--- src/pkg/ncph_pkg.sv ---
package ncph_pkg;

	// Host I/O port addresses
	localparam logic [23:0] NCPH_CMD_ADDR   = 24'h8000f8;
	localparam logic [23:0] NCPH_DATA_ADDR  = 24'h8000fc;
	localparam logic [23:0] NCPH_CLEAR_ADDR = 24'h0000f0;

	localparam int NCPH_DW      = 16;
	localparam int NCPH_NEXC    = 6;
	localparam int NCPH_BUF_AW  = 3;
	localparam int NCPH_TMR_W   = 4;

	// Command word fields
	localparam int NCPH_CMD_CNT_LSB  = 0;
	localparam int NCPH_CMD_CNT_W    = 3;
	localparam int NCPH_CMD_DIR_BIT  = 3;
	localparam int NCPH_CMD_EXE_LSB  = 8;
	localparam int NCPH_CMD_CLREX    = 14;
	localparam int NCPH_CMD_LDCTL    = 15;

	// Status word fields
	localparam int NCPH_ST_EXC_LSB   = 0;
	localparam int NCPH_ST_ERR_BIT   = 7;
	localparam int NCPH_ST_BUSY_BIT  = 15;

	localparam logic [NCPH_NEXC-1:0] NCPH_MASK_RST = 6'h3f;
	localparam logic [7:0]           NCPH_CLEAR_VAL = 8'h00;

	typedef struct packed {
		logic                 wr;
		logic                 rd;
		logic [23:0]          addr;
		logic [NCPH_DW-1:0]   wdata;
	} ncph_bus_s;

	typedef enum logic [2:0] {
		NCPH_IDLE,
		NCPH_XFER,
		NCPH_EXEC,
		NCPH_FINISH,
		NCPH_HELD
	} ncph_state_e;

endpackage

--- src/verilog/ncph_timer.sv ---
`timescale 1ns/1ps
module ncph_timer
	import ncph_pkg::*;
#(
	parameter int W = NCPH_TMR_W
) (
	input  wire logic         i_clock,   // Core clock
	input  wire logic         i_arst_n,  // Async reset, active low
	input  wire logic         i_load,    // Start a count
	input  wire logic [W-1:0] i_value,   // Cycles minus one
	output logic              o_done     // Pulse at end of count
);

	typedef struct packed {
		logic         run;
		logic [W-1:0] cnt;
		logic         done;
	} ncph_tmr_s;

	ncph_tmr_s state_q;
	ncph_tmr_s state_d;

	always_comb begin
		state_d      = state_q;
		state_d.done = 1'b0;
		if (i_load) begin
			state_d.run = 1'b1;
			state_d.cnt = i_value;
		end else if (state_q.run) begin
			if (state_q.cnt == '0) begin
				state_d.run  = 1'b0;
				state_d.done = 1'b1;
			end else begin
				state_d.cnt = state_q.cnt - 1'b1;
			end
		end
	end

	always_ff @(posedge i_clock or negedge i_arst_n) begin
		if (!i_arst_n) begin
			state_q <= '0;
		end else begin
			state_q <= state_d;
		end
	end

	assign o_done = state_q.done;

endmodule // ncph_timer

--- src/verilog/ncph_top.sv ---
`timescale 1ns/1ps
module ncph_top
	import ncph_pkg::*;
(
	input  wire logic                 i_clock,     // 20 MHz, shared with host
	input  wire logic                 i_arst_n,    // Async reset, active low
	input  wire ncph_bus_s            i_bus,       // Host I/O cycle, one-cycle strobes
	input  wire logic [NCPH_NEXC-1:0] i_exc_cond,  // Conditions raised by the datapath
	output logic [NCPH_DW-1:0]        o_rdata,     // Read data
	output logic                      o_rvalid,    // Read data valid pulse
	output logic                      o_busy_n,    // Occupied, active low
	output logic                      o_operand_transfer_request, // Operand request
	output logic                      o_error_n    // Fault, active low
);

	typedef struct packed {
		ncph_state_e                state;
		logic [NCPH_DW-1:0]         cmd;
		logic [NCPH_NEXC-1:0]       mask;
		logic [NCPH_NEXC-1:0]       exc;
		logic [NCPH_BUF_AW-1:0]     idx;
		logic [NCPH_BUF_AW-1:0]     left;
		logic [NCPH_DW-1:0]         rdata;
		logic                       rvalid;
		logic                       busy_n;
		logic                       opreq;
		logic                       error_n;
	} ncph_core_s;

	ncph_core_s         state_q;
	ncph_core_s         state_d;
	logic [NCPH_DW-1:0] buf_q [2**NCPH_BUF_AW];
	logic               tmr_load;
	logic               tmr_done;
	logic               cmd_wr;
	logic               cmd_rd;
	logic               dat_wr;
	logic               dat_rd;
	logic               clr_wr;

	// Decode follows the host's port choice; bind the host
	assign cmd_wr = i_bus.wr && (i_bus.addr == NCPH_CMD_ADDR);
	assign cmd_rd = i_bus.rd && (i_bus.addr == NCPH_CMD_ADDR);
	assign dat_wr = i_bus.wr && (i_bus.addr == NCPH_DATA_ADDR);
	assign dat_rd = i_bus.rd && (i_bus.addr == NCPH_DATA_ADDR);
	assign clr_wr = i_bus.wr && (i_bus.addr == NCPH_CLEAR_ADDR)
		&& (i_bus.wdata[7:0] == NCPH_CLEAR_VAL);

	ncph_timer #(
		.W (NCPH_TMR_W)
	) u_exec_timer (
		.i_clock  (i_clock),
		.i_arst_n (i_arst_n),
		.i_load   (tmr_load),
		// Next-state copy, so a zero-operand command loads its own length
		.i_value  (state_d.cmd[NCPH_CMD_EXE_LSB +: NCPH_TMR_W]),
		.o_done   (tmr_done)
	);

	always_comb begin
		logic [NCPH_NEXC-1:0] unmasked;
		unmasked       = '0;
		state_d        = state_q;
		state_d.rvalid = 1'b0;
		tmr_load       = 1'b0;

		if (cmd_rd) begin
			state_d.rdata = '0;
			state_d.rdata[NCPH_ST_EXC_LSB +: NCPH_NEXC] = state_q.exc;
			state_d.rdata[NCPH_ST_ERR_BIT]  = ~state_q.error_n;
			state_d.rdata[NCPH_ST_BUSY_BIT] = ~state_q.busy_n;
			state_d.rvalid = 1'b1;
		end else if (dat_rd) begin
			state_d.rdata  = buf_q[state_q.idx];
			state_d.rvalid = 1'b1;
		end

		unique case (state_q.state)
			NCPH_IDLE: begin
				if (cmd_wr && i_bus.wdata[NCPH_CMD_LDCTL]) begin
					// Control load completes at once, no occupied phase
					state_d.mask = i_bus.wdata[NCPH_NEXC-1:0];
					if (i_bus.wdata[NCPH_CMD_CLREX]) begin
						state_d.exc = '0;
					end
				end else if (cmd_wr) begin
					state_d.cmd    = i_bus.wdata;
					state_d.busy_n = 1'b0;
					state_d.idx    = '0;
					state_d.left   = i_bus.wdata[NCPH_CMD_CNT_LSB +: NCPH_CMD_CNT_W];
					if (i_bus.wdata[NCPH_CMD_CNT_LSB +: NCPH_CMD_CNT_W] != '0) begin
						state_d.state = NCPH_XFER;
						state_d.opreq = 1'b1;
					end else begin
						state_d.state = NCPH_EXEC;
					end
				end
			end
			NCPH_XFER: begin
				// Host moves every word itself; the block only answers cycles
				if (dat_wr || dat_rd) begin
					state_d.idx  = state_q.idx + 1'b1;
					state_d.left = state_q.left - 1'b1;
					if (state_q.left == 3'h1) begin
						state_d.opreq = 1'b0;
						state_d.state = NCPH_EXEC;
					end
				end
			end
			NCPH_EXEC: begin
				if (tmr_done) begin
					state_d.state = NCPH_FINISH;
				end
			end
			NCPH_FINISH: begin
				unmasked    = i_exc_cond & ~state_q.mask;
				state_d.exc = state_q.exc | i_exc_cond;
				if (unmasked != '0) begin
					state_d.error_n = 1'b0;
					state_d.state   = NCPH_HELD;
				end else begin
					state_d.busy_n = 1'b1;
					state_d.state  = NCPH_IDLE;
				end
			end
			NCPH_HELD: begin
				if (clr_wr) begin
					state_d.busy_n  = 1'b1;
					state_d.error_n = 1'b1;
					state_d.state   = NCPH_IDLE;
				end
			end
		endcase

		// Timer starts on entry to execution, from either earlier state
		if (state_d.state == NCPH_EXEC && state_q.state != NCPH_EXEC) begin
			tmr_load = 1'b1;
		end
	end

	always_ff @(posedge i_clock or negedge i_arst_n) begin
		if (!i_arst_n) begin
			state_q         <= '0;
			state_q.state   <= NCPH_IDLE;
			state_q.mask    <= NCPH_MASK_RST;
			state_q.busy_n  <= 1'b1;
			state_q.error_n <= 1'b1;
		end else begin
			state_q <= state_d;
		end
	end

	// Operand store; no reset so it maps to plain RAM
	always_ff @(posedge i_clock) begin
		if (dat_wr && state_q.state == NCPH_XFER) begin
			buf_q[state_q.idx] <= i_bus.wdata;
		end
	end

	assign o_rdata                    = state_q.rdata;
	assign o_rvalid                   = state_q.rvalid;
	assign o_busy_n                   = state_q.busy_n;
	assign o_operand_transfer_request = state_q.opreq;
	assign o_error_n                  = state_q.error_n;

endmodule // ncph_top

--- config.mk ---
export PLATFORM = sky130hd
export DESIGN_NAME = ncph_top
export DESIGN_NICKNAME = d
export VERILOG_FILES = /design/src/pkg/ncph_pkg.sv /design/src/verilog/ncph_timer.sv /design/src/verilog/ncph_top.sv
export SDC_FILE = /design/constraint.sdc
export NUM_CORES = 1
export LEC_CHECK = 0
export BUFFER_PORTS_ARGS = -buffer_cell sky130_fd_sc_hd__buf_2
export CAP_MARGIN = 20
export CORE_UTILIZATION = 59
export CTS_CLUSTER_DIAMETER = 200
export DETAILED_ROUTE_END_ITERATION = 6
export PLACE_DENSITY = 0.85
export SLEW_MARGIN = 20
export SYNTH_ARGS = -nofsm -noshare
export SYNTH_HDL_FRONTEND = slang
export SYNTH_SLANG_ARGS = --single-unit
export TNS_END_PERCENT = 10
--- constraint.sdc ---
create_clock -name i_clock -period 8.8 [get_ports i_clock]
set_clock_uncertainty 0.2 [all_clocks]
set_input_delay 1.32 -clock i_clock [delete_from_list [all_inputs] [get_ports i_clock]]
set_output_delay 1.32 -clock i_clock [all_outputs]
set_load 0.02 [all_outputs]
==> qor.yml, run 1 <==
sta:
  min_period_ns: 3.977
  slew_viol_final: 0
  fmax_mhz: 251.4
  setup_viol: 0
  finalHoldViolations: 0
  rsz0062_at_grt: "false"
  slew-limit-headroom_pct: 26.21
  min_period_over_period_pct: 45.20
  layout_setup_ws_ns: 4.823
  tns_ns: 0
  max_slew.worst_pin.slew_ns: 1.104
clock_tree:
  root_buffer: "clkbuf_16"
  post_cts_buffers: 0
  postCtsHoldBufs: 0
  numClockSinks: 179
  h-tree-depth: 4
  cts_tree: "done"
  clk_latency_ns: 0.43
  cts_buffer_depth: 2
  clk_pin_slew_worst_paths_ns: 0.06
  ctsResizeCount: 0
  numCtsBuffers: 17
outcome:
  status: "finished, final reports clean"
final_layout:
  area_growth_pct: 13.92
  drive_above_1_share_pct: 33.33
  final_common_cell: "edfxtp_1"
  fin_nets: 606
  antennaDiodeCount: 0
  layoutNonFillerInstCount: 736
  final_cell_mix: "edfxtp_1, buf_2, nand2_1"
power:
  seq_power_share_pct: 53.4
  power_density_mw_per_mm2: 196.0
  p_int_mw: 1.362
  leakage_nw: 3.200
  power.net_switching_mw: 0.3321
  clkPwrFrac_pct: 44.3
  sw_frac_of_total_pct: 19.60
  ir_drop_v: 0.0001376
  comb_power_share_pct: 2.3
worst_setup_path:
  start_kind: "input pin"
  cp_max_fo: 9
  reg2reg_depth: 5
  crit_top_cell: "nand2_1"
  r2r_end: "buf_q[1][14]$_DFFE_PP_"
  arrival_ns: 3.91
  crit_type: "input pin to register"
  timing.rr.start: "state_q[23]$_DFFE_PN0P_"
  required_ns: 8.73
  endpoint_kind: "register"
  path_cells: "buf_2 -> nor4_2 -> nand2_1 -> nor3_1 -> nand2_1 -> or3_1 -> nor3_2 -> buf_4"
  cp_slowest_cell: "nor3_2"
  reg2reg_slack_ns: 5.93
  crit_path_max_incr_delay_ns: 0.61
global_route:
  antenna_found_initial: 0
  grt_remaining_overflow: 0
  grt_max_degree: 52
  grt_pass1_vias: 4335
  grt_pass1_wl_mm: 23.67
  grt_usage_pct: 25.15
place:
  post-place-cells: 704
  gp_congestion: 0.9433
  io_buffers: 69
  post-place-ws_ns: 4.446
  place.detailed.hpwl_mm: 9.965
synth:
  synth.avg_cell_area_sq_um: 15.61
  synth-seq-cells: 179
  netlist_area_sq_mm: 0.007587
  synth_edf_count: 128
  ys_warn_count: 0
  synthArstFlopShare_pct: 28.49
  yosysUniqueCellTypes: 56
  syn_inst: 486
  synth-main-ff-cell: "edfxtp_1"
  syn_nets: 541
  yosysSeqAreaShare_pct: 67.61
routing:
  via_per_inst: 6.071
  wl_per_cell_um: 21.05
  num_vias: 4468
  drtIter0Drc: 498
  drcViolationCount: 0
  drtPass1Iterations: 7
  drtAntennaViolNets: 0
  routed_wirelength_mm: 15.50
die:
  die_y_um: 115.4
  initial_core_util_pct: 60.37
  die_area_sq_mm: 0.01332
  io_pins: 70
  core-area_sq_mm: 0.01257
  fp.dieW_um: 115.4
  row_count: 41
min_path:
  min-delay-start: "o_rdata[13]$_DFFE_PN0P_"
  hold_path.class: "register to register"
  hold_path_depth: 2
  hold_end: "o_rdata[13]$_DFFE_PN0P_"
run:
  drv_cap: 0
[synth_stat cells (2+ instances only)]
cell type | count | share of area, %
a21boi_0 | 2 | 0.20
a21oi_1 | 15 | 0.99
a31oi_1 | 2 | 0.16
and4_1 | 2 | 0.23
buf_1 | 2 | 0.099
buf_2 | 4 | 0.26
buf_4 | 16 | 1.6
clkbuf_1 | 13 | 0.64
dfrtp_1 | 43 | 14
dfstp_2 | 8 | 2.8
edfxtp_1 | 128 | 51
ha_1 | 5 | 0.82
inv_1 | 14 | 0.69
mux2_2 | 23 | 3.4
mux2i_1 | 10 | 1.3
mux4_2 | 32 | 9.5
nand2_1 | 43 | 2.1
nand2b_1 | 3 | 0.25
nand3_1 | 5 | 0.33
nand4_1 | 3 | 0.25
nor2_1 | 27 | 1.3
nor2b_1 | 3 | 0.25
nor3_1 | 12 | 0.79
nor3_2 | 2 | 0.26
nor3b_1 | 2 | 0.20
nor4_1 | 4 | 0.33
nor4_2 | 2 | 0.33
o21ai_0 | 24 | 1.6
o22ai_1 | 4 | 0.33
o31ai_1 | 2 | 0.20
or2_2 | 2 | 0.16
or3_1 | 3 | 0.25
xnor2_1 | 2 | 0.23
xor2_1 | 2 | 0.23
[final cells by class]
class	instances	area, sq um
clock buffers	19	432.9
inverters	14	52.55
multi-input cells	258	2218
fillers	785	3925
repair buffers	81	435.4
clock inverters	13	157.7
well taps	172	215.2
flip-flops and latches	179	5131
[registers in the layout (all words and copies together), names as in the netlist]
register,count
buf_q,128
state_q,25
o_rdata,16
u_exec_timer.state_q,5
o_busy_n,1
o_error_n,1
o_operand_transfer_request,1
o_rvalid,1
u_exec_timer.o_done,1
[critical path, delay by kind of cell]
| kind | cells | cell delay [ns] |
|---|---|---|
| buffers and inverters | 2 | 0.42 |
| and+or+nand+nor | 6 | 2.16 |
[power by group through the flow]
stage          Sequential, mW  Clock, mW  Combinational, mW
6_report                0.905      0.751             0.0384
5_1_grt                 0.904      0.790             0.0418
4_1_cts                 0.905      0.760             0.0385
3_5_place_dp            0.922          0             0.0382
3_3_place_gp            0.922          0             0.0370
2_1_floorplan           0.923          0            0.00735
[kinds of logic after synthesis]
| family | after synthesis | share of synthesized area [%] |
|---|---|---|
| xor gates and xnor gates | 4 | 0.4618 |
| DFF | 179 | 67.61 |
| buffers and inverters | 49 | 3.282 |
| adders and majority gates | 5 | 0.8245 |
| muxes | 65 | 14.23 |
| AOI/OAI and AO/OA | 60 | 4.931 |
| and+or+nand+nor | 124 | 8.658 |
[per-stage QoR]
stage | total power [mW] | instance area (sq um) | util [%] | hold slack, ns
2_1_floorplan | 0.9299 | 7587 | - | 0.2498
3_3_place_gp | 0.9590 | 8053 | 64.07 | 0.2555
3_5_place_dp | 0.9603 | 8053 | 64.07 | 0.2646
4_1_cts | 1.704 | 8643 | 68.77 | 0.2786
5_1_grt | 1.736 | 8643 | 68.77 | 0.3016
6_report | 1.694 | 8643 | 68.77 | 0.2682
[worst max path at each step]
stage	from	end	slack, ns	cells past startpoint
after global routing	i_bus[27]	buf_q[1][15]$_DFFE_PP_	4.64	8
after CTS	i_bus[32]	buf_q[1][15]$_DFFE_PP_	4.90	8
final	i_bus[28]	buf_q[1][14]$_DFFE_PP_	4.82	8
after detailed placement	i_bus[28]	buf_q[1][3]$_DFFE_PP_	4.45	8
after floorplan	i_bus[32]	buf_q[1][0]$_DFFE_PP_	4.43	6
after global placement	i_bus[32]	buf_q[1][3]$_DFFE_PP_	4.61	8
[per-layer routing]
layer  GRT usage [%]  vias to the layer above  share of wire, %
met5               0                        -                 0
li1                -                     1972                 -
met1           33.76                     2224                39
met4           9.957                        0               2.3
met3           6.378                       36               7.7
met2           39.88                      236                51
Note: power is estimated with default switching activity, not from simulation.
==> run 2: changes to the inputs <==
--- a/config.mk
+++ b/config.mk
@@ -5,12 +5,13 @@
 export SDC_FILE = /design/constraint.sdc
 export NUM_CORES = 1
 export LEC_CHECK = 0
+export ABC_AREA = 1
 export BUFFER_PORTS_ARGS = -buffer_cell sky130_fd_sc_hd__buf_2
 export CAP_MARGIN = 20
-export CORE_UTILIZATION = 59
+export CORE_UTILIZATION = 53
 export CTS_CLUSTER_DIAMETER = 200
 export DETAILED_ROUTE_END_ITERATION = 6
-export PLACE_DENSITY = 0.85
+export PLACE_DENSITY = 0.81
 export SLEW_MARGIN = 20
 export SYNTH_ARGS = -nofsm -noshare
 export SYNTH_HDL_FRONTEND = slang
==> constraint.sdc (replaced) <==
create_clock -name i_clock -period 3.4 [get_ports i_clock]
set_clock_uncertainty 0.2 [all_clocks]
set_input_delay 0.51 -clock i_clock [delete_from_list [all_inputs] [get_ports i_clock]]
set_output_delay 0.51 -clock i_clock [all_outputs]
set_load 0.02 [all_outputs]
==> qor.yml, run 2 <==
sta:
  rsz0062_at_grt: "false"
  min_period_ns: 2.414
  min_period_over_period_pct: 70.99
  setup_viol: 0  # unchanged
  tns_ns: 0  # unchanged
  slew-limit-headroom_pct: 48.82  # +23 points
  max_slew.worst_pin.slew_ns: 0.7629  # -0.3412 ns
  slew_viol_final: 0  # unchanged
  hold_ws_ns: 0.1477  # -0.1205 ns
  finalHoldViolations: 0  # unchanged
  layout_setup_ws_ns: 0.9864  # -3.836 ns
  fmax_mhz: 414.3
power:
  ir_drop_v: 0.0006768  # +390%
  power_density_mw_per_mm2: 709.0  # +260%
  leakage_nw: 3.644  # +14%
die:
  die_y_um: 122.8  # +6.4%
  fp.dieW_um: 122.8  # +6.4%
  die_area_sq_mm: 0.01509  # +13%
  row_count: 43  # +4.9%
  io_pins: 70  # unchanged
  initial_core_util_pct: 55.10  # -5.3 points
  core-area_sq_mm: 0.01404  # +12%
worst_setup_path:
  start_kind: "register"
  cp.depth: 5  # -3
  reg2reg_slack_ns: 0.99  # -4.94 ns
  reg2reg_depth: 5  # unchanged
  timing.rr.start: "state_q[23]$_DFFE_PN0P_"
  path_cells: "buf_4 -> nor2_1 -> nand3_1 -> nor2_1 -> buf_4"
  critPathTopFamily: "simple AND/OR/NAND/NOR gates"
  crit_type: "register to register"
  crit_path_max_incr_delay_ns: 0.40  # -0.21 ns
  required_ns: 3.32  # -5.41 ns
  cp-endpoint: "buf_q[0][12]$_DFFE_PP_"
  arrival_ns: 2.34  # -1.57 ns
  cp_max_fo: 67  # +58
  endpoint_kind: "register"
  critPathLaunch: "state_q[23]$_DFFE_PN0P_"
  crit_buf_inv: 2  # unchanged
  r2r_end: "buf_q[0][12]$_DFFE_PP_"
  cp_slowest_cell: "dfrtp_2"
synth:
  yosysMostFrequentCell: "nand2_1"
  netlist_area_sq_mm: 0.007737  # +2.0%
  synth_area_leader_cell: "edfxtp_1"
  synthArstFlopShare_pct: 28.49  # unchanged
  syn_nets: 784  # +45%
  synth_area_leaders: "edfxtp_1, dfrtp_1, nand2_1, nand3_1, dfstp_2"
  yosysUniqueCellTypes: 37  # -34%
  synth-seq-cells: 179  # unchanged
  ys_warn_count: 0  # unchanged
  synth-main-ff-cell: "edfxtp_1"
  synth.avg_cell_area_sq_um: 10.61  # -32%
  syn_inst: 729  # +50%
  synth_top_area_share_pct: 49.68  # -0.98 points
  yosysSeqAreaShare_pct: 66.30  # -1.3 points
  synth_edf_count: 128  # unchanged
  yosys-top-cells-count: "nand2_1, edfxtp_1, nand3_1"
final_layout:
  final_cell_mix: "nand2_1, edfxtp_1, nand3_1"
  regMostFlops: "buf_q"
  fill_cells: 1061  # +35%
  fin_nets: 850  # +40%
  drive_above_1_share_pct: 18.94  # -14 points
  final_common_cell: "nand2_1"
  regArea_sq_mm: 0.005131  # unchanged
  multi_input_area_sq_mm: 0.002168  # -2.3%
  area_growth_pct: 14.51
  largest_register_ffs: 128  # unchanged
  antennaDiodeCount: 0  # unchanged
clock_tree:
  root_buffer: "clkbuf_16"
  clk_pin_slew_worst_paths_ns: 0.07  # about the same
  numClockSinks: 179  # unchanged
  clk_latency_ns: 0.43  # about the same
  cts_tree: "done"
  post_cts_buffers: 0  # unchanged
  h-tree-depth: 4  # unchanged
  numCtsBuffers: 17  # unchanged
  cts_buffer_depth: 2  # unchanged
min_path:
  hold_path.class: "input pin to register"
  hold_path_depth: 1  # -1
place:
  post-place-ws_ns: 0.8133  # -3.633 ns
  place.detailed.hpwl_mm: 11.15  # +12%
  gp_congestion: 0.8611  # -8.7%
  io_buffers: 69  # unchanged
routing:
  via_per_inst: 5.570  # -8.2%
  drtPass1Iterations: 5  # -2
  drcViolationCount: 0  # unchanged
  num_vias: 5503  # +23%
  drtIter0Drc: 616  # +24%
  routed_wirelength_mm: 17.22  # +11%
  drtAntennaViolNets: 0  # unchanged
  wl_per_cell_um: 17.43  # -17%
outcome:
  status: "finished, final reports clean"
global_route:
  grt_usage_pct: 24.22  # -0.93 points
  antenna_found_initial: 0  # unchanged
  grt_remaining_overflow: 0  # unchanged
  grt_pass1_vias: 5070  # +17%
  grt_pass1_wl_mm: 26.61  # +12%
  grt_max_degree: 68  # +31%
run:
  drv_cap: 0  # unchanged
## run 2: changes by cell type in the layout (fill, tap and decap cells not counted), moves of 8 or more
cell      before  now
o21ai_0       24   34
o221ai_1       0    8
inv_1         14   55
nand2_1       43  209
nand3_1        5   87
a21oi_1       15    4
mux2_2        23    0
mux2i_1       10    0
mux4_2        32    0
nor2_1        27   39
nand4_1        3   21
## run 2: worst min path at each step
stage                             start                                endpoint  slack [ns]
after global placement         i_arst_n                  o_rdata[4]$_DFFE_PN0P_        0.25
after CTS                 i_exc_cond[3]                 state_q[29]$_DFFE_PN0P_        0.14
after global routing      i_exc_cond[1]                 state_q[27]$_DFFE_PN0P_        0.16
final                         i_bus[12]                  buf_q[2][12]$_DFFE_PP_        0.15
after floorplan                i_arst_n  o_operand_transfer_request$_DFFE_PN0P_        0.01
after detailed placement       i_arst_n                  o_rdata[4]$_DFFE_PN0P_        0.25
## run 2: layout make-up
cell class	count	area share (%)
clock buffers	17	4.802
clock inverters	15	2.217
inverters	60	2.542
multi-input cells	451	24.47
flip-flops and latches	179	57.92
well taps	180	2.542
repair buffers	86	5.508
## run 2: metal layers
layer	wire length (um)	vias to the layer above	global-route usage (%)
met2	8542	203	39.12
met1	7072	2666	32.36
met3	1219	28	4.786
li1	-	2606	-
met5	0	-	0
met4	385	0	9.451
## run 2: worst reg2reg max path: stages (launching register included)
cell and delay (ns):
dfrtp_2 0.40, buf_4 0.34, nor2_1 0.24, nand3_1 0.19
nor2_1 0.39, buf_4 0.33
## run 2: where the power goes
part	total [mW]	switching (mW)	internal, mW
registers	2.61	0.120	2.49
logic	1.62	1.11	0.508
clock network	2.05	0.870	1.18
total	6.28	2.10	4.18
## run 2: cell families (layout without fill, tap and decap cells)
kind of cell    after synthesis  in the layout  synth area share, %
buf+inv                      99            178                5.676
xor+xnor                      3              3               0.3396
simple gates                383            383                22.14
mux                           1              1               0.1940
compound gates               59             59                4.544
fa+ha+maj                     5              5               0.8085
flops                       179            179                66.30
## run 2: per-stage QoR
stage / total power [mW] / util (%) / instance area, sq um / instances
floorplan: 3.777 / - / 7737 / 729
global placement: 4.205 / 58.59 / 8228 / 955
detailed placement: 4.245 / 58.59 / 8228 / 955
CTS: 6.274 / 63.09 / 8860 / 988
global route: 6.591 / 63.09 / 8860 / 988
finish: 6.281 / 63.09 / 8860 / 988
## run 2: timing repair
item,CTS,global route
endpoints found under the hold margin,11,0
hold buffers,1,0
endpoints found under the setup margin,0,0
gates resized for setup,0,0
